<file path="config.mk">
export PLATFORM = sky130hd
export DESIGN_NAME = mode_sequencer
export DESIGN_NICKNAME = d
export VERILOG_FILES = /design/src/logic/mode_sequencer.v /design/src/logic/first_timer.v
export VERILOG_INCLUDE_DIRS = /design/src /design/src/logic
export SDC_FILE = /design/constraint.sdc
export NUM_CORES = 1
export LEC_CHECK = 0
export CORE_ASPECT_RATIO = 0.5
export CORE_MARGIN = 3
export CORE_UTILIZATION = 50
export DETAILED_ROUTE_END_ITERATION = 10
export DONT_BUFFER_PORTS = 1
export PLACE_DENSITY = 0.66
export RECOVER_POWER = 100
export SETUP_SLACK_MARGIN = 0.05
export SKIP_LAST_GASP = 1
export SLEW_MARGIN = 20
export SYNTH_ARGS = -nofsm -noshare
export SYNTH_HDL_FRONTEND = slang
export SYNTH_SLANG_ARGS = --single-unit
</file>
<file path="constraint.sdc">
create_clock -name I_CORE_CLK -period 6.9 [get_ports I_CORE_CLK]
set_input_delay 2.07 -clock I_CORE_CLK [delete_from_list [all_inputs] [get_ports I_CORE_CLK]]
set_output_delay 2.07 -clock I_CORE_CLK [all_outputs]
set_load 0.03 [all_outputs]
</file>
<file path="src/logic/seq_regs.vh">
/*
 * Register indices, field positions, reset values, chip mode codes and
 * timer tick counts for the top-level mode sequencer.
 * Assumes a 50 MHz core clock and a 32-bit classic Wishbone register bus
 * on which each register takes one aligned word at four times its index.
 */
`ifndef SEQ_REGS_VH
`define SEQ_REGS_VH

// ----------------------------------------------------------------------
// register indices (byte address is four times the index)
// ----------------------------------------------------------------------
`define IDX_OP_MODE       8'h01   // chip operating mode
`define IDX_FLOW_PRI      8'h36   // state_flow_control_primary
`define IDX_FLOW_SEC      8'h37   // state_flow_control_secondary
`define IDX_TIMER_RES     8'h38   // first timer tick size
`define IDX_TIMER_COEF    8'h39   // first timer tick count
`define IDX_SEQ_STATUS    8'h3a   // sequencer state and chip mode, read only

// ----------------------------------------------------------------------
// field positions
// ----------------------------------------------------------------------
`define BIT_RUN           7       // run_trigger, write trigger
`define BIT_HALT          6       // halt_trigger, write trigger
`define BIT_REST_DEPTH    5       // rest_depth_select
`define LAUNCH_HI         4       // launch_route
`define LAUNCH_LO         3
`define BIT_LOW_ENERGY    2       // low_energy_choice
`define BIT_REST_EXIT     1       // rest_exit_route
`define BIT_SEND_EXIT     0       // send_exit_route
`define LISTEN_HI         7       // listen_exit_route
`define LISTEN_LO         5
`define TICK_HI           3       // first_timer_tick_size
`define TICK_LO           2

// ----------------------------------------------------------------------
// reset values
// ----------------------------------------------------------------------
`define RST_FLOW_PRI      6'h00
`define RST_FLOW_SEC      8'h00
`define RST_TICK_SIZE     2'h0
`define RST_TIMER_COEF    8'h01
`define RST_OP_MODE       3'h1

// ----------------------------------------------------------------------
// chip mode codes and field encodings
// ----------------------------------------------------------------------
`define MODE_SLEEP        3'h0
`define MODE_STANDBY      3'h1
`define MODE_TX           3'h3
`define MODE_RX           3'h5
`define LAUNCH_LOWPWR     2'h0
`define LAUNCH_RX         2'h1
`define LAUNCH_TX         2'h2
`define LAUNCH_TX_FIFO    2'h3
`define LISTEN_BODY_PKT   3'h1
`define LISTEN_BODY_LP    3'h2
`define LISTEN_CHECK_PKT  3'h3
`define LISTEN_RSSI_OFF   3'h4
`define LISTEN_SYNC_OFF   3'h5
`define LISTEN_LEAD_OFF   3'h6

// ----------------------------------------------------------------------
// timing: tick sizes in microseconds, cycles derived from the clock
// ----------------------------------------------------------------------
// sized to the timer width so the products need no silent truncation
`define CLK_MHZ           24'h000032  // 50 MHz
`define T1_RES1_US        24'h000040  // 64 us
`define T1_RES2_US        24'h001004  // 4.1 ms
`define T1_RES3_US        24'h03ff70  // 262 ms
`define T1_RES1_CYC       (`T1_RES1_US * `CLK_MHZ)
`define T1_RES2_CYC       (`T1_RES2_US * `CLK_MHZ)
`define T1_RES3_CYC       (`T1_RES3_US * `CLK_MHZ)

`endif

</file>
<file path="src/logic/mode_sequencer.v">
/*
 * Top-level operating-mode sequencer with its Wishbone register slave.
 * Assumes one 50 MHz clock, asynchronous active-high reset, classic
 * single-cycle Wishbone masters, and event inputs that are synchronous
 * one-cycle pulses or levels from the packet handler and FIFO logic.
 */
// Our own choice: the Wishbone interface to the registers.
`include "seq_regs.vh"

module mode_sequencer #(
   parameter [23:0] P_RES1_CYC = `T1_RES1_CYC,   // cycles per 64 us tick
   parameter [23:0] P_RES2_CYC = `T1_RES2_CYC,   // cycles per 4.1 ms tick
   parameter [23:0] P_RES3_CYC = `T1_RES3_CYC    // cycles per 262 ms tick
) (
   input  wire        I_CORE_CLK,
   input  wire        I_RESET,
   input  wire        I_WB_CYC,
   input  wire        I_WB_STB,
   input  wire        I_WB_WE,
   input  wire [7:0]  I_WB_ADR,
   input  wire [3:0]  I_WB_SEL,
   input  wire [31:0] I_WB_DAT,
   input  wire        I_FRAME_SENT_FLAG,
   input  wire        I_FRAME_BODY_COMPLETE,
   input  wire        I_CHECK_PASS_FLAG,
   input  wire        I_RSSI_FLAG,
   input  wire        I_SYNC_MATCH_FLAG,
   input  wire        I_LEAD_IN_FOUND_FLAG,
   input  wire        I_QUEUE_THRESHOLD_FLAG,
   output reg         O_WB_ACK,
   output reg  [31:0] O_WB_DAT,
   output reg  [2:0]  O_CHIP_MODE,
   output reg  [2:0]  O_SEQ_STATE
);

   // ------------------------------------------------------------------
   // sequencer states
   // ------------------------------------------------------------------
   localparam [2:0] ST_OFF       = 3'h0;  // sequencer off, software owns mode
   localparam [2:0] ST_IDLE      = 3'h1;  // low-power rest, timer running
   localparam [2:0] ST_TX        = 3'h2;  // transmitting
   localparam [2:0] ST_RX        = 3'h3;  // receiving
   localparam [2:0] ST_PKT_RX    = 3'h4;  // packet received, holds
   localparam [2:0] ST_WAIT_FIFO = 3'h5;  // start pending on fifo level

   // ------------------------------------------------------------------
   // register state
   // ------------------------------------------------------------------
   reg  [5:0]  flow_pri_ff;     // stored bits 5..0 of primary control
   reg  [7:0]  flow_sec_ff;     // secondary control
   reg  [1:0]  tick_size_ff;    // first timer tick size
   reg  [7:0]  timer_coef_ff;   // first timer ticks per event
   reg  [2:0]  state_ff;        // sequencer state
   reg  [2:0]  mode_ff;         // chip mode
   reg  [2:0]  init_mode_ff;    // chip mode captured at start
   reg  [2:0]  nxt_state;
   reg  [2:0]  nxt_mode;
   reg  [2:0]  nxt_init_mode;
   reg  [31:0] nxt_rdata;       // read data mux
   wire        t1_evt;          // timer-one event pulse
   wire        bus_req;         // request present and not yet answered
   wire        wr_en;           // write commits at the ack edge
   wire        run_wr;          // run trigger written as one
   wire        halt_wr;         // halt trigger written as one

   // field aliases for readability
   wire        rest_depth_select = flow_pri_ff[`BIT_REST_DEPTH];
   wire [1:0]  launch_route      = flow_pri_ff[`LAUNCH_HI:`LAUNCH_LO];
   wire        low_energy_choice = flow_pri_ff[`BIT_LOW_ENERGY];
   wire        rest_exit_route   = flow_pri_ff[`BIT_REST_EXIT];
   wire        send_exit_route   = flow_pri_ff[`BIT_SEND_EXIT];
   wire [2:0]  listen_exit_route = flow_sec_ff[`LISTEN_HI:`LISTEN_LO];

   // ------------------------------------------------------------------
   // decode helpers, each used in several places
   // ------------------------------------------------------------------
   // byte address match for a register index
   function hit;
      input [7:0] adr;
      input [7:0] idx;
      begin
         hit = (adr == {idx[5:0], 2'b00});
      end
   endfunction

   // chip mode held while resting in Idle
   function [2:0] rest_mode;
      input depth;
      begin
         rest_mode = depth ? `MODE_SLEEP : `MODE_STANDBY;
      end
   endfunction

   // state entered by a low-power selection
   function [2:0] lp_state;
      input low;
      begin
         lp_state = low ? ST_IDLE : ST_OFF;
      end
   endfunction

   // chip mode entered by a low-power selection
   function [2:0] lp_mode;
      input       low;
      input       depth;
      input [2:0] init;
      begin
         lp_mode = low ? rest_mode(depth) : init;
      end
   endfunction

   // ------------------------------------------------------------------
   // first timer, runs only in Idle
   // ------------------------------------------------------------------
   first_timer #(
      .P_RES1_CYC (P_RES1_CYC),
      .P_RES2_CYC (P_RES2_CYC),
      .P_RES3_CYC (P_RES3_CYC)
   ) first_timer_inst (
      .i_clk       (I_CORE_CLK),
      .i_reset     (I_RESET),
      .i_run       (state_ff == ST_IDLE),
      .i_tick_size (tick_size_ff),
      .i_coef      (timer_coef_ff),
      .o_event     (t1_evt)
   );

   // ------------------------------------------------------------------
   // wishbone slave: ack one cycle after the request, writes at ack edge
   // ------------------------------------------------------------------
   assign bus_req = I_WB_CYC && I_WB_STB && !O_WB_ACK;
   // only the low byte lane carries register data
   assign wr_en   = I_WB_CYC && I_WB_STB && I_WB_WE && O_WB_ACK && I_WB_SEL[0];
   assign run_wr  = wr_en && hit(I_WB_ADR, `IDX_FLOW_PRI) && I_WB_DAT[`BIT_RUN];
   assign halt_wr = wr_en && hit(I_WB_ADR, `IDX_FLOW_PRI) && I_WB_DAT[`BIT_HALT];

   // read mux; triggers read zero, unmapped reads zero
   always @* begin
      nxt_rdata = 32'h00000000;
      if (hit(I_WB_ADR, `IDX_OP_MODE)) begin
         nxt_rdata[2:0] = mode_ff;
      end else if (hit(I_WB_ADR, `IDX_FLOW_PRI)) begin
         nxt_rdata[5:0] = flow_pri_ff;
      end else if (hit(I_WB_ADR, `IDX_FLOW_SEC)) begin
         nxt_rdata[7:0] = flow_sec_ff;
      end else if (hit(I_WB_ADR, `IDX_TIMER_RES)) begin
         nxt_rdata[`TICK_HI:`TICK_LO] = tick_size_ff;
      end else if (hit(I_WB_ADR, `IDX_TIMER_COEF)) begin
         nxt_rdata[7:0] = timer_coef_ff;
      end else if (hit(I_WB_ADR, `IDX_SEQ_STATUS)) begin
         nxt_rdata[5:0] = {mode_ff, state_ff};
      end
   end

   // ack pulse and registered read data
   always @(posedge I_CORE_CLK or posedge I_RESET) begin
      if (I_RESET) begin
         O_WB_ACK <= 1'b0;
         O_WB_DAT <= 32'h00000000;
      end else begin
         O_WB_ACK <= bus_req;
         if (bus_req) begin
            O_WB_DAT <= nxt_rdata;
         end
      end
   end

   // configuration registers; the triggers are not stored
   always @(posedge I_CORE_CLK or posedge I_RESET) begin
      if (I_RESET) begin
         flow_pri_ff   <= `RST_FLOW_PRI;
         flow_sec_ff   <= `RST_FLOW_SEC;
         tick_size_ff  <= `RST_TICK_SIZE;
         timer_coef_ff <= `RST_TIMER_COEF;
      end else if (wr_en) begin
         if (hit(I_WB_ADR, `IDX_FLOW_PRI)) begin
            flow_pri_ff <= I_WB_DAT[5:0];
         end
         if (hit(I_WB_ADR, `IDX_FLOW_SEC)) begin
            flow_sec_ff <= I_WB_DAT[7:0];
         end
         if (hit(I_WB_ADR, `IDX_TIMER_RES)) begin
            tick_size_ff <= I_WB_DAT[`TICK_HI:`TICK_LO];
         end
         if (hit(I_WB_ADR, `IDX_TIMER_COEF)) begin
            timer_coef_ff <= I_WB_DAT[7:0];
         end
      end
   end

   // ------------------------------------------------------------------
   // sequencer next state
   // ------------------------------------------------------------------
   always @* begin
      nxt_state     = state_ff;
      nxt_mode      = mode_ff;
      nxt_init_mode = init_mode_ff;
      case (state_ff)
         ST_IDLE: begin
            // depth may change while resting; follow it live
            nxt_mode = rest_mode(rest_depth_select);
            if (t1_evt) begin
               nxt_state = rest_exit_route ? ST_RX : ST_TX;
               nxt_mode  = rest_exit_route ? `MODE_RX : `MODE_TX;
            end
         end
         ST_TX: begin
            if (I_FRAME_SENT_FLAG) begin
               if (send_exit_route) begin
                  nxt_state = ST_RX;
                  nxt_mode  = `MODE_RX;
               end else begin
                  nxt_state = lp_state(low_energy_choice);
                  nxt_mode  = lp_mode(low_energy_choice, rest_depth_select,
                                      init_mode_ff);
               end
            end
         end
         ST_RX: begin
            case (listen_exit_route)
               `LISTEN_BODY_PKT: begin
                  if (I_FRAME_BODY_COMPLETE) begin
                     nxt_state = ST_PKT_RX;
                  end
               end
               `LISTEN_BODY_LP: begin
                  if (I_FRAME_BODY_COMPLETE) begin
                     nxt_state = lp_state(low_energy_choice);
                     nxt_mode  = lp_mode(low_energy_choice, rest_depth_select,
                                         init_mode_ff);
                  end
               end
               `LISTEN_CHECK_PKT: begin
                  if (I_CHECK_PASS_FLAG) begin
                     nxt_state = ST_PKT_RX;
                  end
               end
               `LISTEN_RSSI_OFF: begin
                  if (I_RSSI_FLAG) begin
                     nxt_state = ST_OFF;
                  end
               end
               `LISTEN_SYNC_OFF: begin
                  if (I_SYNC_MATCH_FLAG) begin
                     nxt_state = ST_OFF;
                  end
               end
               `LISTEN_LEAD_OFF: begin
                  if (I_LEAD_IN_FOUND_FLAG) begin
                     nxt_state = ST_OFF;
                  end
               end
               // unused codes keep the sequencer receiving
               default: nxt_state = ST_RX;
            endcase
         end
         ST_WAIT_FIFO: begin
            if (I_QUEUE_THRESHOLD_FLAG) begin
               nxt_state = ST_TX;
               nxt_mode  = `MODE_TX;
            end
         end
         // off and packet-received hold until software acts
         default: nxt_state = state_ff;
      endcase

      // software owns the chip mode only while the sequencer is off
      if (state_ff == ST_OFF && wr_en && hit(I_WB_ADR, `IDX_OP_MODE)) begin
         nxt_mode = I_WB_DAT[2:0];
      end

      // start: only from off, and only with the chip in a low-power mode
      if (run_wr && state_ff == ST_OFF &&
          (mode_ff == `MODE_SLEEP || mode_ff == `MODE_STANDBY)) begin
         nxt_init_mode = mode_ff;
         case (I_WB_DAT[`LAUNCH_HI:`LAUNCH_LO])
            `LAUNCH_RX: begin
               nxt_state = ST_RX;
               nxt_mode  = `MODE_RX;
            end
            `LAUNCH_TX: begin
               nxt_state = ST_TX;
               nxt_mode  = `MODE_TX;
            end
            `LAUNCH_TX_FIFO: begin
               nxt_state = ST_WAIT_FIFO;
            end
            default: begin
               // route fields come from the same write
               nxt_state = lp_state(I_WB_DAT[`BIT_LOW_ENERGY]);
               nxt_mode  = lp_mode(I_WB_DAT[`BIT_LOW_ENERGY],
                                   I_WB_DAT[`BIT_REST_DEPTH], mode_ff);
            end
         endcase
      end

      // halt is applied last so its off state wins over run in the same write; the chip mode set by run still loads
      if (halt_wr) begin
         nxt_state = ST_OFF;
      end
   end

   // state, chip mode and captured initial mode
   always @(posedge I_CORE_CLK or posedge I_RESET) begin
      if (I_RESET) begin
         state_ff     <= ST_OFF;
         mode_ff      <= `RST_OP_MODE;
         init_mode_ff <= `RST_OP_MODE;
      end else begin
         state_ff     <= nxt_state;
         mode_ff      <= nxt_mode;
         init_mode_ff <= nxt_init_mode;
      end
   end

   // ------------------------------------------------------------------
   // registered outputs, loaded from the next-state values in step with the state registers
   // ------------------------------------------------------------------
   always @(posedge I_CORE_CLK or posedge I_RESET) begin
      if (I_RESET) begin
         O_CHIP_MODE <= `RST_OP_MODE;
         O_SEQ_STATE <= ST_OFF;
      end else begin
         O_CHIP_MODE <= nxt_mode;
         O_SEQ_STATE <= nxt_state;
      end
   end

endmodule

</file>
<file path="src/logic/first_timer.v">
/*
 * First timer of the sequencer: a tick divider with a selectable tick size
 * and a tick counter that pulses the timer-one event.
 * Assumes one 50 MHz clock; runs only while i_run is high.
 */
`include "seq_regs.vh"

module first_timer #(
   parameter [23:0] P_RES1_CYC = `T1_RES1_CYC,   // cycles per 64 us tick
   parameter [23:0] P_RES2_CYC = `T1_RES2_CYC,   // cycles per 4.1 ms tick
   parameter [23:0] P_RES3_CYC = `T1_RES3_CYC    // cycles per 262 ms tick
) (
   input  wire        i_clk,
   input  wire        i_reset,
   input  wire        i_run,
   input  wire [1:0]  i_tick_size,
   input  wire [7:0]  i_coef,
   output reg         o_event
);

   // ------------------------------------------------------------------
   // tick divider and tick counter
   // ------------------------------------------------------------------
   reg  [23:0] cyc_cnt_ff;   // cycles inside current tick
   reg  [7:0]  tick_cnt_ff;  // ticks since start or last event
   reg  [23:0] tick_len;     // selected tick length in cycles
   wire        tick_end;     // one-cycle enable at end of a tick
   wire        last_tick;    // this tick completes the period

   // tick length decode; code 0 disables the timer
   always @* begin
      case (i_tick_size)
         2'h1:    tick_len = P_RES1_CYC;
         2'h2:    tick_len = P_RES2_CYC;
         2'h3:    tick_len = P_RES3_CYC;
         default: tick_len = 24'h000000;
      endcase
   end

   assign tick_end  = (i_tick_size != 2'h0) && (cyc_cnt_ff == tick_len - 24'h000001);
   // a zero count is taken as one tick, so the event never stalls
   assign last_tick = (tick_cnt_ff + 8'h01 >= i_coef);

   // counters restart whenever the timer is stopped or disabled
   always @(posedge i_clk or posedge i_reset) begin
      if (i_reset) begin
         cyc_cnt_ff  <= 24'h000000;
         tick_cnt_ff <= 8'h00;
         o_event     <= 1'b0;
      end else if (!i_run || i_tick_size == 2'h0) begin
         cyc_cnt_ff  <= 24'h000000;
         tick_cnt_ff <= 8'h00;
         o_event     <= 1'b0;
      end else if (tick_end) begin
         cyc_cnt_ff  <= 24'h000000;
         tick_cnt_ff <= last_tick ? 8'h00 : tick_cnt_ff + 8'h01;
         o_event     <= last_tick;
      end else begin
         cyc_cnt_ff  <= cyc_cnt_ff + 24'h000001;
         o_event     <= 1'b0;
      end
   end

endmodule

</file>
### Word level (Yosys, flattened, before mapping)

Cells that the tools add are included.

| cells by class | value |
|---|---|
| add/subtract/negate cells | 3 |
| order comparisons | 1 |
| eq/ne operators | 34 |
| muxes and demuxes | 52 |
| reductions and logical operators | 28 |

Operators with widths:

| cell | count |
|---|---|
| case mux 24 bit (3 select lines) | 1 |
| 2-to-1 mux 3 bit | 23 |
| 2-to-1 mux 24 bit | 2 |
| equality test 8 bit, second input constant | 5 |
| 2-to-1 mux 8 bit | 4 |
| != test 5 bit, second input constant | 6 |
| adder 24 x 1 -> 24 bit, second input constant | 1 |
| equality test 24 bit | 1 |
| case mux 3 bit (4 select lines) | 2 |
| subtractor 24 x 1 -> 24 bit, second input constant | 1 |
| 2-to-1 mux 6 bit | 3 |
| case mux 3 bit (3 select lines) | 2 |
| case mux 3 bit (6 select lines) | 1 |
| logical AND 1 bit | 13 |
| equality test 3 x 2 -> 1 bit, second input constant | 4 |
| equality test 3 bit, second input constant | 4 |
| != test 4 bit, second input constant | 3 |
| 2-to-1 mux 2 bit | 5 |
| AND reduction 10 bit | 1 |
| equality test 3 x 1 -> 1 bit, second input constant | 3 |
| adder 8 x 1 -> 8 bit, second input constant | 1 |
| equality test 2 bit, second input constant | 4 |
| equality test 8 x 3 -> 1 bit, second input constant | 1 |
| greater-or-equal comparator 8 bit | 1 |
| 12 further kinds | 26 |

| storage, ports and cells | value |
|---|---|
| flip-flop bits (word level) | 75 |
| input port bits | 56 |
| output and inout port bits | 39 |
| logic and storage cells | 130 |

### Logic depth before layout (Yosys ltp)

Gate-level depths: netlist of run 1.

| logic depth | value |
|---|---|
| depth after elaboration | 10 |
| mapped depth | 10 |
| gate-level depth less buffers | 10 |

### Cells and area by module

Synthesis of run 1 repeated with hierarchy kept, for this count alone.

| unflattened totals | value |
|---|---|
| cell total of the unflattened synthesis | 539 |
| area total of the unflattened synthesis | 5042.3 um^2 |

Modules (own cells, without submodules):

| module | instances | cells an instance | area an instance (um^2) | seq. area each (um^2) |
|---|---|---|---|---|
| mode_sequencer | 1 | 309 | 2859.0 | 1054.8 |
| first_timer | 1 | 230 | 2183.3 | 825.8 |

### Least setup slack after synthesis of run 1

Ideal clock, no wire load.

| timing path | value |
|---|---|
| path kind | input-to-reg |
| from | input I_WB_ADR[2] |
| to | register flow_pri_ff[1] |
| setup time | 0.125 ns |
| arrival time | 3.454 ns |
| data required time | 6.775 ns |
| setup slack | 3.321 ns |
| stages on the path | 6 |
| path buffers | 2 |
| cells stage by stage | buf_2 nor2b_1 and4_1 nor2b_1 clkbuf_1 mux2_2 |

| on the way | value |
|---|---|
| longest elaborated chain between the ends | 2 |

RTL lines:

| element | line | source |
|---|---|---|
| start: declaration | mode_sequencer.v:20 | `input wire [7:0] I_WB_ADR,` |
| equality test 8 bit | mode_sequencer.v:82 | `hit = (adr == {idx[5:0], 2'b00});` |
| AND reduction 2 bit (no source line) | - |  |
| end signal: assignment | mode_sequencer.v:171 | `` flow_pri_ff <= `RST_FLOW_PRI; `` |
| end signal: assignment | mode_sequencer.v:177 | `flow_pri_ff <= I_WB_DAT[5:0];` |
| end: declaration | mode_sequencer.v:49 | `reg [5:0] flow_pri_ff;` |

Every way passes these cells.
A chain may end at the register's enable or synchronous reset.

### Worst setup path in the final report of run 1

| timing path | value |
|---|---|
| from | input I_WB_ADR[4] |
| to | register flow_sec_ff[2] |

| on the way | value |
|---|---|
| longest elaborated chain between the ends | 2 |

RTL lines:

| element | line | source |
|---|---|---|
| equality test 8 bit | mode_sequencer.v:82 |  |
| AND reduction 2 bit (no source line) | - |  |
| end signal: assignment | mode_sequencer.v:172 | `` flow_sec_ff <= `RST_FLOW_SEC; `` |
| end signal: assignment | mode_sequencer.v:180 | `flow_sec_ff <= I_WB_DAT[7:0];` |
| end: declaration | mode_sequencer.v:50 | `reg [7:0] flow_sec_ff;` |

Every way passes these cells.

==> results.json, run 1 <==
{
  "switching_power_w": 0.000303,
  "met3RoutedLength_um": 681,
  "synth_ff_type": "dfrtp_1",
  "power.clock.fraction": 0.464,
  "fraction_of_synthesis_flops_using_an_asynchronous_set_or_reset_pin": 1.00,
  "report.final.hold_viol_count": 0,
  "switching_share": 0.261,
  "max-clock-path-buffers": 2,
  "first_pass_grt_wire_length_mm": 16.9,
  "timing.hold.worst.start": "first_timer_inst.cyc_cnt_ff[0]",
  "critPathLaunch": "I_WB_ADR[4]",
  "synth_edf_count": 0,
  "antenna_violations_before_repair": 0,
  "netlist_instances": 494,
  "maxSlewHeadroom": 0.156,
  "clock_skew_ns": 0.00548,
  "drive_gt1_frac": 0.110,
  "synth.avg_cell_area_um2": 9.42,
  "timing.final.setup_violations": 0,
  "port_buffers": 0,
  "number_of_slew_limit_violations_in_the_final_report": 0,
  "yosys_warnings": 0,
  "worst-r2r-cell-count": 8,
  "post_synth_main_area_contributors": "dfrtp_1 39%, mux2_2 5.6%, ha_1 4.8%, buf_4 3.9%, nand2_1 3.6%",
  "floorplan.core_area_um2": 8890,
  "clkTransAtPathRegs_ns": 0.06,
  "route.layer.met1.wl_mm": 4.99,
  "worst-slew-pin-transition_ns": 1.26,
  "clock_tree_from_tritoncts": "yes",
  "floorplan.die_area_um2": 10600,
  "route.detailed.wl_per_inst_um": 17.1,
  "sequential_group_share_of_total_power": 0.443,
  "critPathCaptureType": "register",
  "die_w_um": 142,
  "grt_setup_unrepaired": "false",
  "via_count": 3583,
  "syn_area_um2": 4650,
  "layout.cells.most_common_list": "72 x dfrtp_1, 44 x nand2_1, 40 x nor2_1",
  "post-synth-top-area-cell": "dfrtp_1",
  "dp_cells": 593,
  "place_hpwl_mm": 7.30,
  "power.combinational.fraction": 0.093,
  "synth_largest_type_area_fraction": 0.387,
  "design.portCount": 95,
  "1st_pass_router_iterations": 5,
  "peak_fanout_along_the_critical_path": 8,
  "cts_max_level": 3,
  "gr-usage-all-layers": 0.203,
  "finalNetCount": 561,
  "finalNonFillerCells": 609,
  "power_per_cell_area_nw_per_um2": 234,
  "clk_lat_worst_skew_ns": 0.34,
  "final_min_period_over_clock_period": 0.546,
  "finalSetupTns_ns": 0,
  "met2_length_mm": 4.58,
  "leakage_nw": 2.22,
  "ys_seq_area_frac": 0.404,
  "antennaDiodeCount": 0,
  "post_cts_resized": 0,
  "hold-path-cell-count": 1,
  "grt_start_max_net_pins": 76,
  "vdd.ir_drop.worst_mv": 0.124,
  "std_cell_rows": 24,
  "layout_commonest_cell": "dfrtp_1",
  "die_height_um": 74.2,
  "cts.sinks": 75,
  "rr_startpoint": "tick_size_ff[1]",
  "crit_path_start_kind": "input port",
  "n_fill_cell": 789,
  "synth_cell_types": 68,
  "place_congestion": 0.859,
  "flow.area_growth_from_synthesis_pct": 6.67,
  "postSynthRegisterBits": 75,
  "floorplan.initialDensity": 0.523,
  "drt_iter0_drc": 220,
  "cp_data_arrival_time_ns": 3.99,
  "gr-total-overflow": 0,
  "maxUsedRoutingLayer": "met4",
  "wirelength_mm": 10.4,
  "vias_in_the_first_global_route": 3344,
  "tritoncts.num_buffers": 9,
  "min-delay-path-class": "reg -> reg",
  "cts_root_buffer": "clkbuf_16",
  "ctsHoldBuffers": 0,
  "max_cap_violations": 0,
  "required_ns": 7.12,
  "clock.fmax_mhz": 265,
  "cts_setup_buffers": 0,
  "min_period_ns": 3.77,
  "power.internal_w": 0.000857,
  "ant_nets": 0,
  "critical_path_class": "in -> reg",
  "finalHoldWorstSlack_ns": 0.476,
  "run_status": "finished, final reports clean",
  "viasPerCell": 5.88,
  "drc": 0
}
## metal layers
layer | vias to the layer above | track usage
met5 | - | 0
met2 | 122 | 0.322
met1 | 1746 | 0.272
met3 | 12 | 0.0629
li1 | 1703 | -
met4 | 0 | 0.0632
## cell type report
type	count	area [µm²]	area share
Multi-Input combinational cell	378	2500	0.504
Timing Repair Buffer	1	7.51	0.00151
Tap cell	117	146	0.0295
Sequential cell	75	1880	0.379
Clock buffer	9	225	0.0454
Inverter	22	83.8	0.0169
Clock inverter	7	116	0.0234
## per-stage QoR
step | util | setup WS [ns] | power [W] | instance area [µm²]
2_1_floorplan | - | 2.92 | 0.000615 | 4740
3_3_place_gp | 0.522 | 3.17 | 0.000626 | 4640
3_5_place_dp | 0.522 | 3.18 | 0.000630 | 4640
4_1_cts | 0.560 | 3.52 | 0.00117 | 4980
5_1_grt | 0.558 | 2.89 | 0.00121 | 4960
6_report | 0.558 | 3.13 | 0.00116 | 4960
## state kept, by name (all words and copies together), names as in the netlist
signal and cells:
O_WB_DAT 8, timer_coef_ff 8, O_WB_ACK 1, first_timer_inst.tick_cnt_ff 8, state_ff 3, tick_size_ff 2, flow_sec_ff 8, mode_ff 3
first_timer_inst.o_event 1, first_timer_inst.cyc_cnt_ff 24, init_mode_ff 3, flow_pri_ff 6
## critical path, stage by stage
cell and delay (ns):
nor2b_1 0.16, nand4_1 0.29, nor3_1 1.05, mux2_2 0.42
## path summary, 6_finish.rpt
kind                                                         to  slack (ns)
worst max-delay path                             flow_sec_ff[2]        3.13
worst min-delay path             first_timer_inst.cyc_cnt_ff[0]        0.48
worst max register to register   first_timer_inst.cyc_cnt_ff[6]        3.45
worst min register to register   first_timer_inst.cyc_cnt_ff[0]        0.48
max in group asynchronous                       init_mode_ff[2]        4.37
min in group asynchronous       first_timer_inst.tick_cnt_ff[1]        1.94
## cells by family after synthesis
logic type,synth area share
xor+xnor,0.0527
fa+ha+maj,0.0484
mux,0.0729
flops,0.404
other cells,0.000806
compound gates,0.130
buf+inv,0.0726
simple gates,0.218
## Yosys cell counts (3+ instances only)
master,number
a31o_2,3
nand3_1,11
a211oi_1,3
nor3_1,14
nand2_1,44
a22oi_1,7
and2_1,3
o21ai_0,23
inv_1,22
ha_1,18
and3_1,9
xor2_1,14
buf_4,24
dfstp_2,3
buf_2,6
or3_1,5
clkbuf_1,12
nor2_1,40
nand3b_1,9
nor2b_1,13
nand4_1,9
a21oi_1,18
xnor2_1,14
nand2b_1,5
o22ai_1,3
mux2_2,23
mux2i_1,8
nor4_1,3
dfrtp_1,72
a32oi_1,4
## power groups by stage
stage,registers (W),clock network [W],logic [W]
after detailed placement,0.000521,0,0.000109
after global routing,0.000518,0.000567,0.000123
after global placement,0.000519,0,0.000107
final,0.000513,0.000538,0.000108
after floorplan,0.000505,0,0.000109
after CTS,0.000513,0.000546,0.000110
No activity file was read; power rests on OpenSTA's default activity.
==> run 2: changes to the inputs <==
==> constraint.sdc (replaced) <==
create_clock -name I_CORE_CLK -period 3.6 [get_ports I_CORE_CLK]
set_input_delay 1.08 -clock I_CORE_CLK [delete_from_list [all_inputs] [get_ports I_CORE_CLK]]
set_output_delay 1.08 -clock I_CORE_CLK [all_outputs]
set_load 0.03 [all_outputs]
==> run 2 against run 1 <==
Net effect: the run now ends with max-capacitance violations, max-slew violations left; die area stayed put; clock power is 83% higher; first-iteration DRC count is 60% higher; final cell count is 0.66% higher; hold slack worse by 0.015 ns; via count is 0.11% lower; critical endpoint is now first_timer_inst.tick_cnt_ff[1].
==> results.json, run 2 (same netlist as run 1, synthesis figures left out) <==
{
  "run_status": "finished, violations left",
  "violated_checks": "max-capacitance violations, max-slew violations",
  "ant_nets": 0,
  "worst_r2r_endpoint": "first_timer_inst.tick_cnt_ff[1]",
  "vdd.ir_drop.worst_mv": 0.244,
  "route.detailed.wl_per_inst_um": 17.2,
  "port_buffers": 0,
  "timing.final.setup_violations": 0,
  "critPathLaunch": "tick_size_ff[1]",
  "number_of_slew_limit_violations_in_the_final_report": 61,
  "flow.area_growth_from_synthesis_pct": 6.86,
  "cp_cell_sequence": "inv_1 > ha_1 > nand3b_1 > a2bb2oi_1 > a2111oi_2 > o2111ai_1 > or3_1 > a21oi_1",
  "min_period_ns": 3.00,
  "1st_pass_router_iterations": 5,
  "cts.sinks": 75,
  "finalNonFillerCells": 613,
  "critical_path.max_stage_delay_ns": 0.65,
  "finalNetCount": 565,
  "area.sequential_um2": 1880,
  "grt_start_max_net_pins": 61,
  "cts_setup_buffers": 0,
  "vias_in_the_first_global_route": 3337,
  "fin_total_pwr_w": 0.00217,
  "wirelength_mm": 10.6,
  "path_buf_inv": 1,
  "antenna_violations_before_repair": 0,
  "required_ns": 3.86,
  "critical_path_class": "reg -> reg",
  "antennaDiodeCount": 0,
  "timing.hold.worst.start": "first_timer_inst.cyc_cnt_ff[0]",
  "max-clock-path-buffers": 2,
  "maxSlewHeadroom": -0.485,
  "floorplan.initialDensity": 0.523,
  "reg2reg_setup_slack_ns": 0.60,
  "floorplan.die_area_um2": 10600,
  "cts_root_buffer": "clkbuf_16",
  "max_cap_violations": 1,
  "rr_startpoint": "tick_size_ff[1]",
  "die_w_um": 142,
  "drc": 0,
  "peak_fanout_along_the_critical_path": 19,
  "clk_lat_worst_skew_ns": 0.34,
  "first_pass_grt_wire_length_mm": 17.5,
  "largest_register_ff_count": 24,
  "report.final.hold_viol_count": 0,
  "cp_data_arrival_time_ns": 3.27,
  "cp_num_cells": 8,
  "cp_slowest_cell": "o2111ai_1",
  "whs_endpoint": "first_timer_inst.cyc_cnt_ff[0]",
  "ctsHoldBuffers": 0,
  "drive_gt1_frac": 0.111,
  "final_min_period_over_clock_period": 0.834,
  "grt_setup_unrepaired": "false",
  "worst-r2r-cell-count": 8,
  "multi_input_comb_area_um2": 2510,
  "floorplan.core_area_um2": 8890,
  "gr-total-overflow": 0,
  "clock_skew_ns": 0.00592,
  "critPathCaptureType": "register",
  "dp_cells": 597,
  "die_height_um": 74.2,
  "design.portCount": 95,
  "post_cts_resized": 0,
  "crit_path_start_kind": "register",
  "tritoncts.num_buffers": 9,
  "place_congestion": 0.866,
  "gr-usage-all-layers": 0.213,
  "hold-path-cell-count": 1,
  "leakage_nw": 2.22,
  "layout_commonest_cell": "dfrtp_1",
  "finalSetupTns_ns": 0,
  "cts_max_level": 3,
  "std_cell_rows": 24,
  "final_area_um2": 4970,
  "layout.cells.most_common_list": "72 x dfrtp_1, 44 x nand2_1, 40 x nor2_1",
  "clock_tree_from_tritoncts": "yes",
  "top_register_by_number_of_flip_flops": "first_timer_inst.cyc_cnt_ff",
  "place_hpwl_mm": 7.54,
  "drt_iter0_drc": 352,
  "worst-slew-pin-transition_ns": 2.23,
  "via_count": 3579,
  "n_fill_cell": 792,
  "placed_area_um2": 4670,
  "clock.fmax_mhz": 333,
  "critical-path-top-delay-family": "compound AO/OA/AOI/OAI gates",
  "viasPerCell": 5.84,
  "min-delay-path-class": "reg -> reg",
  "power_per_cell_area_nw_per_um2": 438,
  "clkTransAtPathRegs_ns": 0.06
}
-- run 2: cell types whose count changed in the layout (fill, tap and decap cells not counted) --
cell	change
buf_4	+1
clkinvlp_2	-1
inv_6	+1
clkinv_2	-2
a2111oi_0	-1
a2111oi_2	+1
clkbuf_1	+3
and2_1	-1
and2_0	+1
bufinv_16	-1
clkinvlp_4	+1
inv_1	+1
clkinv_4	+1
-- run 2: how the worst max path moves through the flow --
stage | slack [ns] | endpoint
final | 0.60 | first_timer_inst.tick_cnt_ff[1]
after detailed placement | 0.64 | first_timer_inst.tick_cnt_ff[1]
after global placement | 0.79 | first_timer_inst.tick_cnt_ff[1]
after CTS | 0.64 | first_timer_inst.tick_cnt_ff[1]
after floorplan | 0.61 | O_WB_ACK
after global routing | 0.31 | first_timer_inst.tick_cnt_ff[1]
-- run 2: cell type report --
cell class | instances | area share
Multi-Input combinational cell | 378 | 0.505
Sequential cell | 75 | 0.378
Clock buffer | 9 | 0.0453
Tap cell | 117 | 0.0294
Clock inverter | 7 | 0.0204
Inverter | 22 | 0.0166
Timing Repair Buffer | 5 | 0.00529
-- run 2: stage by stage --
step           setup slack, ns  hold slack, ns   util
2_1_floorplan            0.615           0.433      -
3_3_place_gp             0.788           0.454  0.525
3_5_place_dp             0.638           0.455  0.525
4_1_cts                  0.641           0.466  0.562
5_1_grt                  0.313           0.505  0.559
6_report                 0.596           0.461  0.559
-- run 2: routing by layer --
metal  vias up  track usage  routed length [µm]
met1      1725        0.304                5090
met3        14       0.0610                 738
met2       132        0.313                4610
li1       1708            -                   -
met5         -            0                   0
met4         0       0.0706                 115
-- run 2: where the power goes --
part / switching (W) / internal [W] / total, W
Combinational: 0.000136 / 0.0000733 / 0.000209
Sequential: 0.0000880 / 0.000893 / 0.000981
Clock: 0.000374 / 0.000611 / 0.000985
Total: 0.000597 / 0.00158 / 0.00217
